===== config.mk =====
export PLATFORM = sky130hd
export DESIGN_NAME = erf_feature_reg
export DESIGN_NICKNAME = d
export VERILOG_FILES = /design/src/design/erf_pkg.sv /design/src/design/erf_feature_reg.sv /design/src/design/erf_field_pack.sv /design/src/design/erf_addr_decode.sv
export SDC_FILE = /design/constraint.sdc
export NUM_CORES = 1
export LEC_CHECK = 0
export ABC_AREA = 1
export BUFFER_PORTS_ARGS = -buffer_cell sky130_fd_sc_hd__buf_2
export CORE_AREA = 2 2 58 60
export CTS_CLUSTER_SIZE = 8
export DETAILED_ROUTE_END_ITERATION = 12
export DIE_AREA = 0 0 60 62
export MAX_ROUTING_LAYER = met4
export PLACE_DENSITY = 0.81
export SYNTH_ARGS = -nofsm -noshare
export SYNTH_HDL_FRONTEND = slang
export SYNTH_SLANG_ARGS = --single-unit
export TNS_END_PERCENT = 10

===== constraint.sdc =====
create_clock -name clk_i -period 0.9 [get_ports clk_i]
set_clock_uncertainty 0.05 [all_clocks]
set_input_delay 0.18 -clock clk_i [delete_from_list [all_inputs] [get_ports clk_i]]
set_output_delay 0.18 -clock clk_i [all_outputs]
set_load 0.01 [all_outputs]

===== src/design/erf_pkg.sv =====
// package: field layout, encodings and capability record of the error record feature register
package erf_pkg;

    // ------------------------------------------------------------
    // register geometry
    // ------------------------------------------------------------
    localparam int unsigned ERF_REG_W        = 64;
    localparam int unsigned ERF_RECORD_STRIDE = 64;
    localparam logic [11:0] ERF_FEATURE_OFS  = 12'h000;
    localparam int unsigned ERF_IDX_W        = 6;
    localparam logic [63:0] ERF_RESET_VALUE  = 64'h0000_0000_0000_0000;

    // ------------------------------------------------------------
    // field positions
    // ------------------------------------------------------------
    localparam int unsigned ERF_UNCONT_POS = 48;
    localparam int unsigned ERF_UNREC_POS  = 49;
    localparam int unsigned ERF_RECOV_POS  = 50;
    localparam int unsigned ERF_IMPL_LSB   = 32;
    localparam int unsigned ERF_IMPL_MSB   = 47;
    localparam int unsigned ERF_EXT_POS    = 31;
    localparam int unsigned ERF_RSV_LSB    = 26;
    localparam int unsigned ERF_RSV_MSB    = 30;
    localparam int unsigned ERF_TSTAMP_LSB = 24;
    localparam int unsigned ERF_CRIT_LSB   = 22;
    localparam int unsigned ERF_FINS_LSB   = 20;
    localparam int unsigned ERF_OVWR_LSB   = 18;
    localparam int unsigned ERF_DEFIRQ_LSB = 16;
    localparam int unsigned ERF_REPEAT_POS = 15;
    localparam int unsigned ERF_CNTM_LSB   = 12;
    localparam int unsigned ERF_CORIRQ_LSB = 10;

    // ------------------------------------------------------------
    // encodings
    // ------------------------------------------------------------
    localparam logic [1:0] ERF_TSTAMP_NONE    = 2'h0;
    localparam logic [1:0] ERF_TSTAMP_GENERIC = 2'h1;
    localparam logic [1:0] ERF_TSTAMP_IMPL    = 2'h2;
    localparam logic [1:0] ERF_CRIT_NONE      = 2'h0;
    localparam logic [1:0] ERF_CRIT_ALWAYS    = 2'h1;
    localparam logic [1:0] ERF_CRIT_CTRL      = 2'h2;
    localparam logic [1:0] ERF_FINS_NONE      = 2'h0;
    localparam logic [1:0] ERF_FINS_COMMON    = 2'h1;
    localparam logic [1:0] ERF_OVWR_KEEP      = 2'h0;
    localparam logic [1:0] ERF_OVWR_REPLACE   = 2'h1;
    localparam logic [1:0] ERF_IRQ_NONE       = 2'h0;
    localparam logic [1:0] ERF_IRQ_SHARED     = 2'h2;
    localparam logic [1:0] ERF_IRQ_SPLIT      = 2'h3;
    localparam logic [2:0] ERF_CNTM_NONE      = 3'h0;
    localparam logic [2:0] ERF_CNTM_8B        = 3'h2;
    localparam logic [2:0] ERF_CNTM_16B       = 3'h4;

    // ------------------------------------------------------------
    // capability record, fixed at build time
    // ------------------------------------------------------------
    typedef struct packed {
        logic        arch_v11;
        logic        feature_extension_flag;
        logic        recoverable_recording_cap;
        logic        unrecoverable_recording_cap;
        logic        uncontainable_recording_cap;
        logic [2:0]  impl_upper;
        logic [15:0] impl_controls;
        logic [1:0]  timestamp_support;
        logic [1:0]  critical_irq_support;
        logic [1:0]  fault_insertion_support;
        logic [1:0]  corrected_overwrite_policy;
        logic        recovery_irq_present;
        logic [1:0]  deferred_recovery_irq_ctrl;
        logic        repeat_counter_present;
        logic [2:0]  counter_model;
        logic        fault_irq_present;
        logic [1:0]  corrected_fault_irq_ctrl;
    } erf_caps_t;

    // read request and answer
    typedef struct packed {
        logic                 valid;
        logic [ERF_IDX_W-1:0] index;
        logic [11:0]          offset;
    } erf_rd_req_t;

    typedef struct packed {
        logic                 valid;
        logic                 hit;
        logic [ERF_REG_W-1:0] data;
    } erf_rd_rsp_t;

    typedef enum logic [1:0] {
        ERF_IDLE,
        ERF_ANSWER
    } erf_state_t;

    typedef struct packed {
        erf_state_t           state;
        logic                 hit;
        logic [ERF_REG_W-1:0] data;
    } erf_top_state_t;

endpackage


===== src/design/erf_feature_reg.sv =====
// error record feature register: read-only 64-bit capability word
//
// Behaviour
// - With the extension flag set, bits 50, 49, 48 report recoverable, unrecoverable, uncontainable recording.
// - Bits 47:32 hold an implementation value, and bits 50:48 too when the extension flag is clear.
// - Bit 31 is the extension flag, only with version 1.1, else it reads zero.
// - Bits 30:26 always read zero.
// - Bits 25:24 give timestamp support: none, generic timebase or own timebase.
// - Bits 23:22 give critical interrupt support: none, always on, or controlled.
// - Bits 21:20 give common fault injection support: absent or present.
// - Bits 19:18 give the overwrite policy and read zero without a counter model.
// - Policy 00 keeps the first syndrome and sets overflow on counter wrap or without counter.
// - Policy 01 overwrites unless overflow is already set, and sets overflow on wrap.
// - Bits 17:16 give deferred interrupt control when recovery interrupts exist, else zero.
// - Bit 15 gives repeat plus other counter when a counter model exists, else zero.
// - Bits 14:12 give the counter model: none, 8-bit or 16-bit.
// - Bits 11:10 give corrected fault interrupt control when fault interrupts exist, else zero.
// - The register is 64-bit read-only at record base plus 64 times the record index.
`timescale 1ns/1ps
module erf_feature_reg
    import erf_pkg::*;
#(
    parameter int unsigned NUM_RECORDS     = 1,
    parameter logic        ARCH_V11        = 1'b1,
    parameter logic        FEAT_EXT        = 1'b1,
    parameter logic        CAP_RECOVERABLE = 1'b1,
    parameter logic        CAP_UNRECOVER   = 1'b1,
    parameter logic        CAP_UNCONTAIN   = 1'b0,
    parameter logic [2:0]  IMPL_UPPER      = 3'h0,
    parameter logic [15:0] IMPL_CONTROLS   = 16'h0000,
    parameter logic [1:0]  TSTAMP_SUPPORT  = ERF_TSTAMP_GENERIC,
    parameter logic [1:0]  CRIT_SUPPORT    = ERF_CRIT_CTRL,
    parameter logic [1:0]  FINS_SUPPORT    = ERF_FINS_NONE,
    parameter logic [1:0]  OVWR_POLICY     = ERF_OVWR_KEEP,
    parameter logic        RECOVERY_IRQ    = 1'b1,
    parameter logic [1:0]  DEFIRQ_CTRL     = ERF_IRQ_SHARED,
    parameter logic        REPEAT_CNT      = 1'b0,
    parameter logic [2:0]  CNT_MODEL       = ERF_CNTM_16B,
    parameter logic        FAULT_IRQ       = 1'b1,
    parameter logic [1:0]  CORIRQ_CTRL     = ERF_IRQ_SHARED
) (
    // clock and reset
    input  wire logic        clk_i,
    input  wire logic        rst_n_i,
    // read port
    input  wire erf_rd_req_t rd_req_i,
    output erf_rd_rsp_t      rd_rsp_o,
    // write port, ignored
    input  wire logic        wr_valid_i,
    input  wire logic [63:0] wr_data_i,
    output logic             wr_ready_o
);

    // ------------------------------------------------------------
    // fixed capability record
    // ------------------------------------------------------------
    localparam erf_caps_t CAPS = '{
        arch_v11:                    ARCH_V11,
        feature_extension_flag:      FEAT_EXT,
        recoverable_recording_cap:   CAP_RECOVERABLE,
        unrecoverable_recording_cap: CAP_UNRECOVER,
        uncontainable_recording_cap: CAP_UNCONTAIN,
        impl_upper:                  IMPL_UPPER,
        impl_controls:               IMPL_CONTROLS,
        timestamp_support:           TSTAMP_SUPPORT,
        critical_irq_support:        CRIT_SUPPORT,
        fault_insertion_support:     FINS_SUPPORT,
        corrected_overwrite_policy:  OVWR_POLICY,
        recovery_irq_present:        RECOVERY_IRQ,
        deferred_recovery_irq_ctrl:  DEFIRQ_CTRL,
        repeat_counter_present:      REPEAT_CNT,
        counter_model:               CNT_MODEL,
        fault_irq_present:           FAULT_IRQ,
        corrected_fault_irq_ctrl:    CORIRQ_CTRL
    };

    logic [ERF_REG_W-1:0] feature_word;
    logic                 addr_hit;
    erf_top_state_t       st_reg;
    erf_top_state_t       st_next;

    // ------------------------------------------------------------
    // word packing and decode
    // ------------------------------------------------------------
    erf_field_pack u_pack (
        .caps_i (CAPS),
        .word_o (feature_word)
    );

    erf_addr_decode #(
        .NUM_RECORDS (NUM_RECORDS)
    ) u_dec (
        .req_i (rd_req_i),
        .hit_o (addr_hit)
    );

    // ------------------------------------------------------------
    // read answer, one cycle after request
    // ------------------------------------------------------------
    always_comb begin
        st_next = st_reg;
        if (rd_req_i.valid) begin
            st_next.state = ERF_ANSWER;
            st_next.hit   = addr_hit;
            st_next.data  = addr_hit ? feature_word : ERF_RESET_VALUE;
        end else begin
            st_next.state = ERF_IDLE;
            st_next.hit   = 1'b0;
            st_next.data  = ERF_RESET_VALUE;
        end
    end

    always_ff @(posedge clk_i) begin
        if (!rst_n_i) begin
            st_reg.state <= ERF_IDLE;
            st_reg.hit   <= 1'b0;
            st_reg.data  <= ERF_RESET_VALUE;
        end else begin
            st_reg <= st_next;
        end
    end

    always_comb begin
        rd_rsp_o.valid = (st_reg.state == ERF_ANSWER);
        rd_rsp_o.hit   = st_reg.hit;
        rd_rsp_o.data  = st_reg.data;
    end

    // writes accepted and dropped; data never reaches the word
    assign wr_ready_o = 1'b1;

    logic unused_wr;
    assign unused_wr = wr_valid_i ^ (^wr_data_i);

endmodule


===== src/design/erf_field_pack.sv =====
// combinational packing of the capability record into the 64-bit feature word
`timescale 1ns/1ps
module erf_field_pack
    import erf_pkg::*;
(
    // capability record
    input  wire erf_caps_t      caps_i,
    // packed word
    output logic [ERF_REG_W-1:0] word_o
);

    logic counter_on;

    always_comb begin
        counter_on = (caps_i.counter_model != ERF_CNTM_NONE);
        word_o     = ERF_RESET_VALUE;
        // upper capability bits only architectural with extension
        if (caps_i.feature_extension_flag && caps_i.arch_v11) begin
            word_o[ERF_RECOV_POS]  = caps_i.recoverable_recording_cap;
            word_o[ERF_UNREC_POS]  = caps_i.unrecoverable_recording_cap;
            word_o[ERF_UNCONT_POS] = caps_i.uncontainable_recording_cap;
        end else begin
            word_o[ERF_RECOV_POS:ERF_UNCONT_POS] = caps_i.impl_upper;
        end
        word_o[ERF_IMPL_MSB:ERF_IMPL_LSB] = caps_i.impl_controls;
        word_o[ERF_EXT_POS] = caps_i.arch_v11 & caps_i.feature_extension_flag;
        word_o[ERF_RSV_MSB:ERF_RSV_LSB] = 5'h0;
        word_o[ERF_TSTAMP_LSB+:2] = caps_i.timestamp_support;
        word_o[ERF_CRIT_LSB+:2]   = caps_i.critical_irq_support;
        word_o[ERF_FINS_LSB+:2]   = caps_i.fault_insertion_support;
        if (counter_on) begin
            word_o[ERF_OVWR_LSB+:2] = caps_i.corrected_overwrite_policy;
            word_o[ERF_REPEAT_POS]  = caps_i.repeat_counter_present;
        end
        if (caps_i.recovery_irq_present) begin
            word_o[ERF_DEFIRQ_LSB+:2] = caps_i.deferred_recovery_irq_ctrl;
        end
        word_o[ERF_CNTM_LSB+:3] = caps_i.counter_model;
        if (caps_i.fault_irq_present) begin
            word_o[ERF_CORIRQ_LSB+:2] = caps_i.corrected_fault_irq_ctrl;
        end
    end

endmodule


===== src/design/erf_addr_decode.sv =====
// decode of a byte offset from the record base, 64 times the record index, onto the feature register
`timescale 1ns/1ps
module erf_addr_decode
    import erf_pkg::*;
#(
    parameter int unsigned NUM_RECORDS = 1
) (
    // request
    input  wire erf_rd_req_t req_i,
    // decode
    output logic             hit_o
);

    logic [17:0] target;

    always_comb begin
        target = 18'(ERF_FEATURE_OFS) + 18'(ERF_RECORD_STRIDE) * 18'(req_i.index);
        hit_o  = req_i.valid && (18'(req_i.offset) == target)
                 && (32'(req_i.index) < NUM_RECORDS);
    end

endmodule


# ---- Word level (Yosys, flattened, before mapping)
# Cells that the tools add are included.
# W data, S select, Z words.
dict set report classes {
  n_lt_le_gt_ge 1
  eq_ne 2
  muxes 2
  reduce_logical 3
}
# operator n
set op_table {}
lappend op_table {{$mux W66} 1}
lappend op_table {{$mux W51} 1}
lappend op_table {{$eq A12 B12 Y1} 1}
lappend op_table {{$lt A6 B1 Y1 const B} 1}
lappend op_table {{$eq A2 B1 Y1 const B} 1}
lappend op_table {{$logic_and A1 B1 Y1} 2}
lappend op_table {{$reduce_and A2 Y1} 1}
dict set report totals {
  register_bits 67
  inputBits 86
  output_inout_bits 67
  elab_cells 11
}

# ---- Depth between registers and ports, before layout
dict set report logic_depth {
  ltp_word 5
  depth_mapped 5
  mapped_depth_nobuf 5
}

# ---- Modules after synthesis
# From an unflattened synthesis, not the netlist that was laid out.
dict set report hier_totals {
  hier_cells 328
  area_unflattened_um2 2681.3
}
# mod instances cells_each area_each_um2 seq_area_each_um2
set modules_own_cells {}
lappend modules_own_cells {erf_feature_reg 1 208 2024.4 1321.3}
lappend modules_own_cells {erf_field_pack 1 81 509.2 0.0}
lappend modules_own_cells {erf_addr_decode 1 39 147.6 0.0}

# ---- Worst setup path after synthesis
# No wires, ideal clock.
dict set report synth_path {
  kind {flip-flop to output port}
  start {register, netlist name rd_rsp_o[49]}
  end {output port rd_rsp_o[14] in the netlist's numbering}
  arrival_ns 0.641
  required_time_ns 0.670
  path_slack_ns 0.029
  path_stages_with_launch 2
  path_buffers 1
  cell_sequence {dfxtp_1 -> buf_4}
}
# element line
set synth_rtl {}
lappend synth_rtl {{end: declaration} erf_feature_reg.sv:47} ;# output erf_rd_rsp_t rd_rsp_o,

==> results by group <==
Global routing
  – Largest net degree at the start of global routing: 10
  – Initial antenna violation count: 0
  – GRT Total Usage: 3.73%
  – Grt ovf: 0
  – Vias in the first global route: 269
  – Global-route wire length before repair: 931 um

Floorplan
  – Initial Utilization: 19.6%
  – Core area: 3180 um2
  – Die ar.: 3720 um2
  – IO Pins: 153
  – Die width: 60 um
  – FP Rows: 21
  – Die Y: 62 um

Logic synthesis
  – Synth warnings: 0
  – Yosys cell types: 8
  – Synth cell count leaders: buf_4 (65), nor2_1 (10), nand2_1 (6)
  – Post-synth top flop: dfxtp_1
  – EDFF count, synth: 0
  – Synth Area per Inst: 6.92 um2
  – Synth async-reset ratio: 0%
  – Synth top area share: 78.3%
  – Top post-synthesis cells by area: buf_4 (78%), dfxtp_1 (6.4%), nor2_1 (6.0%), nand2_1 (3.6%), nor2_2 (2.0%)
  – Cell accounting for the most synthesized area: buf_4
  – Sequential area share after synthesis: 6.43%
  – Post-synthesis cell count: 90
  – Area of the mapped netlist: 623 um2
  – Count leader, synth: buf_4
  – Yosys reg bits: 2

STA
  – Fin Hold WS: 0.106 ns
  – Crit path time final: 0.961 ns
  – Max Freq: 1.04 GHz
  – Final worst-path setup slack: -0.0613 ns
  – Endpoints failing setup: 9
  – Final number of max-transition violations: 0
  – RSZ-0062 raised after global routing: true
  – Fin. Hold Viols: 0
  – Period utilisation layout: 107%

Routing
  – Routed vias: 422
  – Final wirelength: 793 um
  – Met2 wire length: 416 um
  – Detail Route Antenna Nets: 0
  – Via/cell ratio: 2.65
  – DRC Markers: 0
  – Uppermost layer routed: met4
  – Number of detailed-route iterations in the first pass: 2
  – Drt wl/cell: 4.99 um
  – Initial drt markers: 13
  – Met3 wire length: 162 um
  – Post-route met1 wirelength: 206 um

Clock tree
  – CTS clock-pin slew for the worst setup and hold paths: 0.03 ns
  – TritonCTS clock tree: yes
  – Cell chosen for the clock root: clkbuf_4
  – Bufs on Longest Clock Path: 2
  – Hold buffer count at cts: 0
  – Sink Count: 2
  – # Post-CTS Setup Buffers: 0
  – H-tree depth: 1
  – TritonCTS buffer count: 3

Setup path
  – CP top delay family: flip-flops
  – WS Path Type: reg -> out
  – CP arrival: 0.73 ns
  – Critical Path RT: 0.67 ns
  – CP startpoint kind: flip-flop
  – Critical path's slowest cell: dfxtp_4
  – CP peak stage delay: 0.37 ns
  – CP bufs+invs: 1
  – Crit path cell chain: buf_2
  – Worst-path fanout max: 9
  – Crit. End Element: output pin
  – Crit path depth: 1

Finish
  – Share of layout cells above drive strength 1: 31.9%
  – NumNets Final: 201
  – Area grow syn2layout: -7.23%
  – Antenna cells: 0
  – Final Core Density: 18.2%

Status
  – Failing checks: setup timing
  – Status: finished with violations

Power
  – Gate power share: 37.9%
  – Sw power: 0.182 mW
  – Power per cell area: 794 nW/um2
  – Clock power share: 42.6%
  – P_int: 0.277 mW
  – Sw frac: 39.7%
  – Max VDD drop: 0.343 mV
  – Leak Pwr: 0.387 nW
  – Sequential power share: 19.5%

Hold path
  – Hold path cells: 3
  – Hold Crit Class: in -> reg

Placed design
  – RD Place Congestion: 0.664
  – Port Buffers: 30
  – DP Wirelength: 746 um

Job
  – Max_cap viols: 0
stage by stage:
step	cells	power (mW)	cell area, um2	setup WS [ns]	TNS [ns]
floorplan	145	0.397	830	0.0293	0
global placement	156	0.260	549	0.0543	0
detailed placement	156	0.262	549	0.0330	0
CTS	159	0.476	576	-0.0819	-0.723
global route	159	0.499	578	-0.0947	-0.828
finish	159	0.459	578	-0.0613	-0.541
layer usage:
metal | vias up | global-route usage [%]
met2 | 60 | 6.99
met3 | 2 | 0.828
met1 | 168 | 2.84
met4 | 0 | 3.81
li1 | 192 | -
met5 | - | -
power groups by stage:
stage | Clock (mW) | Sequential (mW) | Combinational (mW)
finish | 0.195 | 0.0893 | 0.174
global route | 0.206 | 0.0894 | 0.203
CTS | 0.217 | 0.0891 | 0.169
detailed placement | 0 | 0.0933 | 0.169
global placement | 0 | 0.0933 | 0.167
floorplan | 0 | 0.0947 | 0.302
cells in the final DEF (no fill, tap or decap):
| cell type | Yosys | final |
|---|---|---|
| buf_4 | 65 | 1 |
| dfxtp_1 | 2 | 1 |
| nand2_1 | 6 | 6 |
| clkbuf_4 | 0 | 3 |
| dfxtp_4 | 0 | 1 |
| inv_1 | 2 | 2 |
| buf_2 | 0 | 29 |
| nor2_2 | 2 | 2 |
| conb_1 | 2 | 57 |
| o211ai_1 | 1 | 1 |
| nor2_1 | 10 | 10 |
cell type report:
cell class	count	area [um2]
timing repair buffer	30	153
fill	357	2600
clock buffer	3	22.5
inverter	2	7.51
tap	46	57.6
sequential	2	43.8
multi-input combinational	76	294
worst paths after layout:
kind	end	from	slack [ns]
worst max-delay path	rd_rsp_o[24]	rd_rsp_o[49]$_SDFF_PN0_	-0.06
worst min-delay path	st_reg[65]$_SDFF_PN0_	rd_req_i[18]	0.11
logic make-up (layout without fill, tap and decap cells):
| group | count (synthesis) | after routing | synth area share (%) |
|---|---|---|---|
| buffers and inverters | 67 | 35 | 79.5 |
| AND/OR/NAND/NOR | 18 | 18 | 11.6 |
| other | 2 | 57 | 1.21 |
| flip-flops | 2 | 2 | 6.43 |
| AO/OA/AOI/OAI | 1 | 1 | 1.21 |
repair_timing:
item / in CTS / in global routing
endpoints found under the setup margin: 9 / 10
gates resized for setup: 2 / 1
hold endpoints to repair: 0 / 0
worst min-delay path, stage by stage:
cell	delay [ns]
buf_2	0.07
nand2_1	0.04
inv_1	0.05
Note: power is estimated with default switching activity, not from simulation.
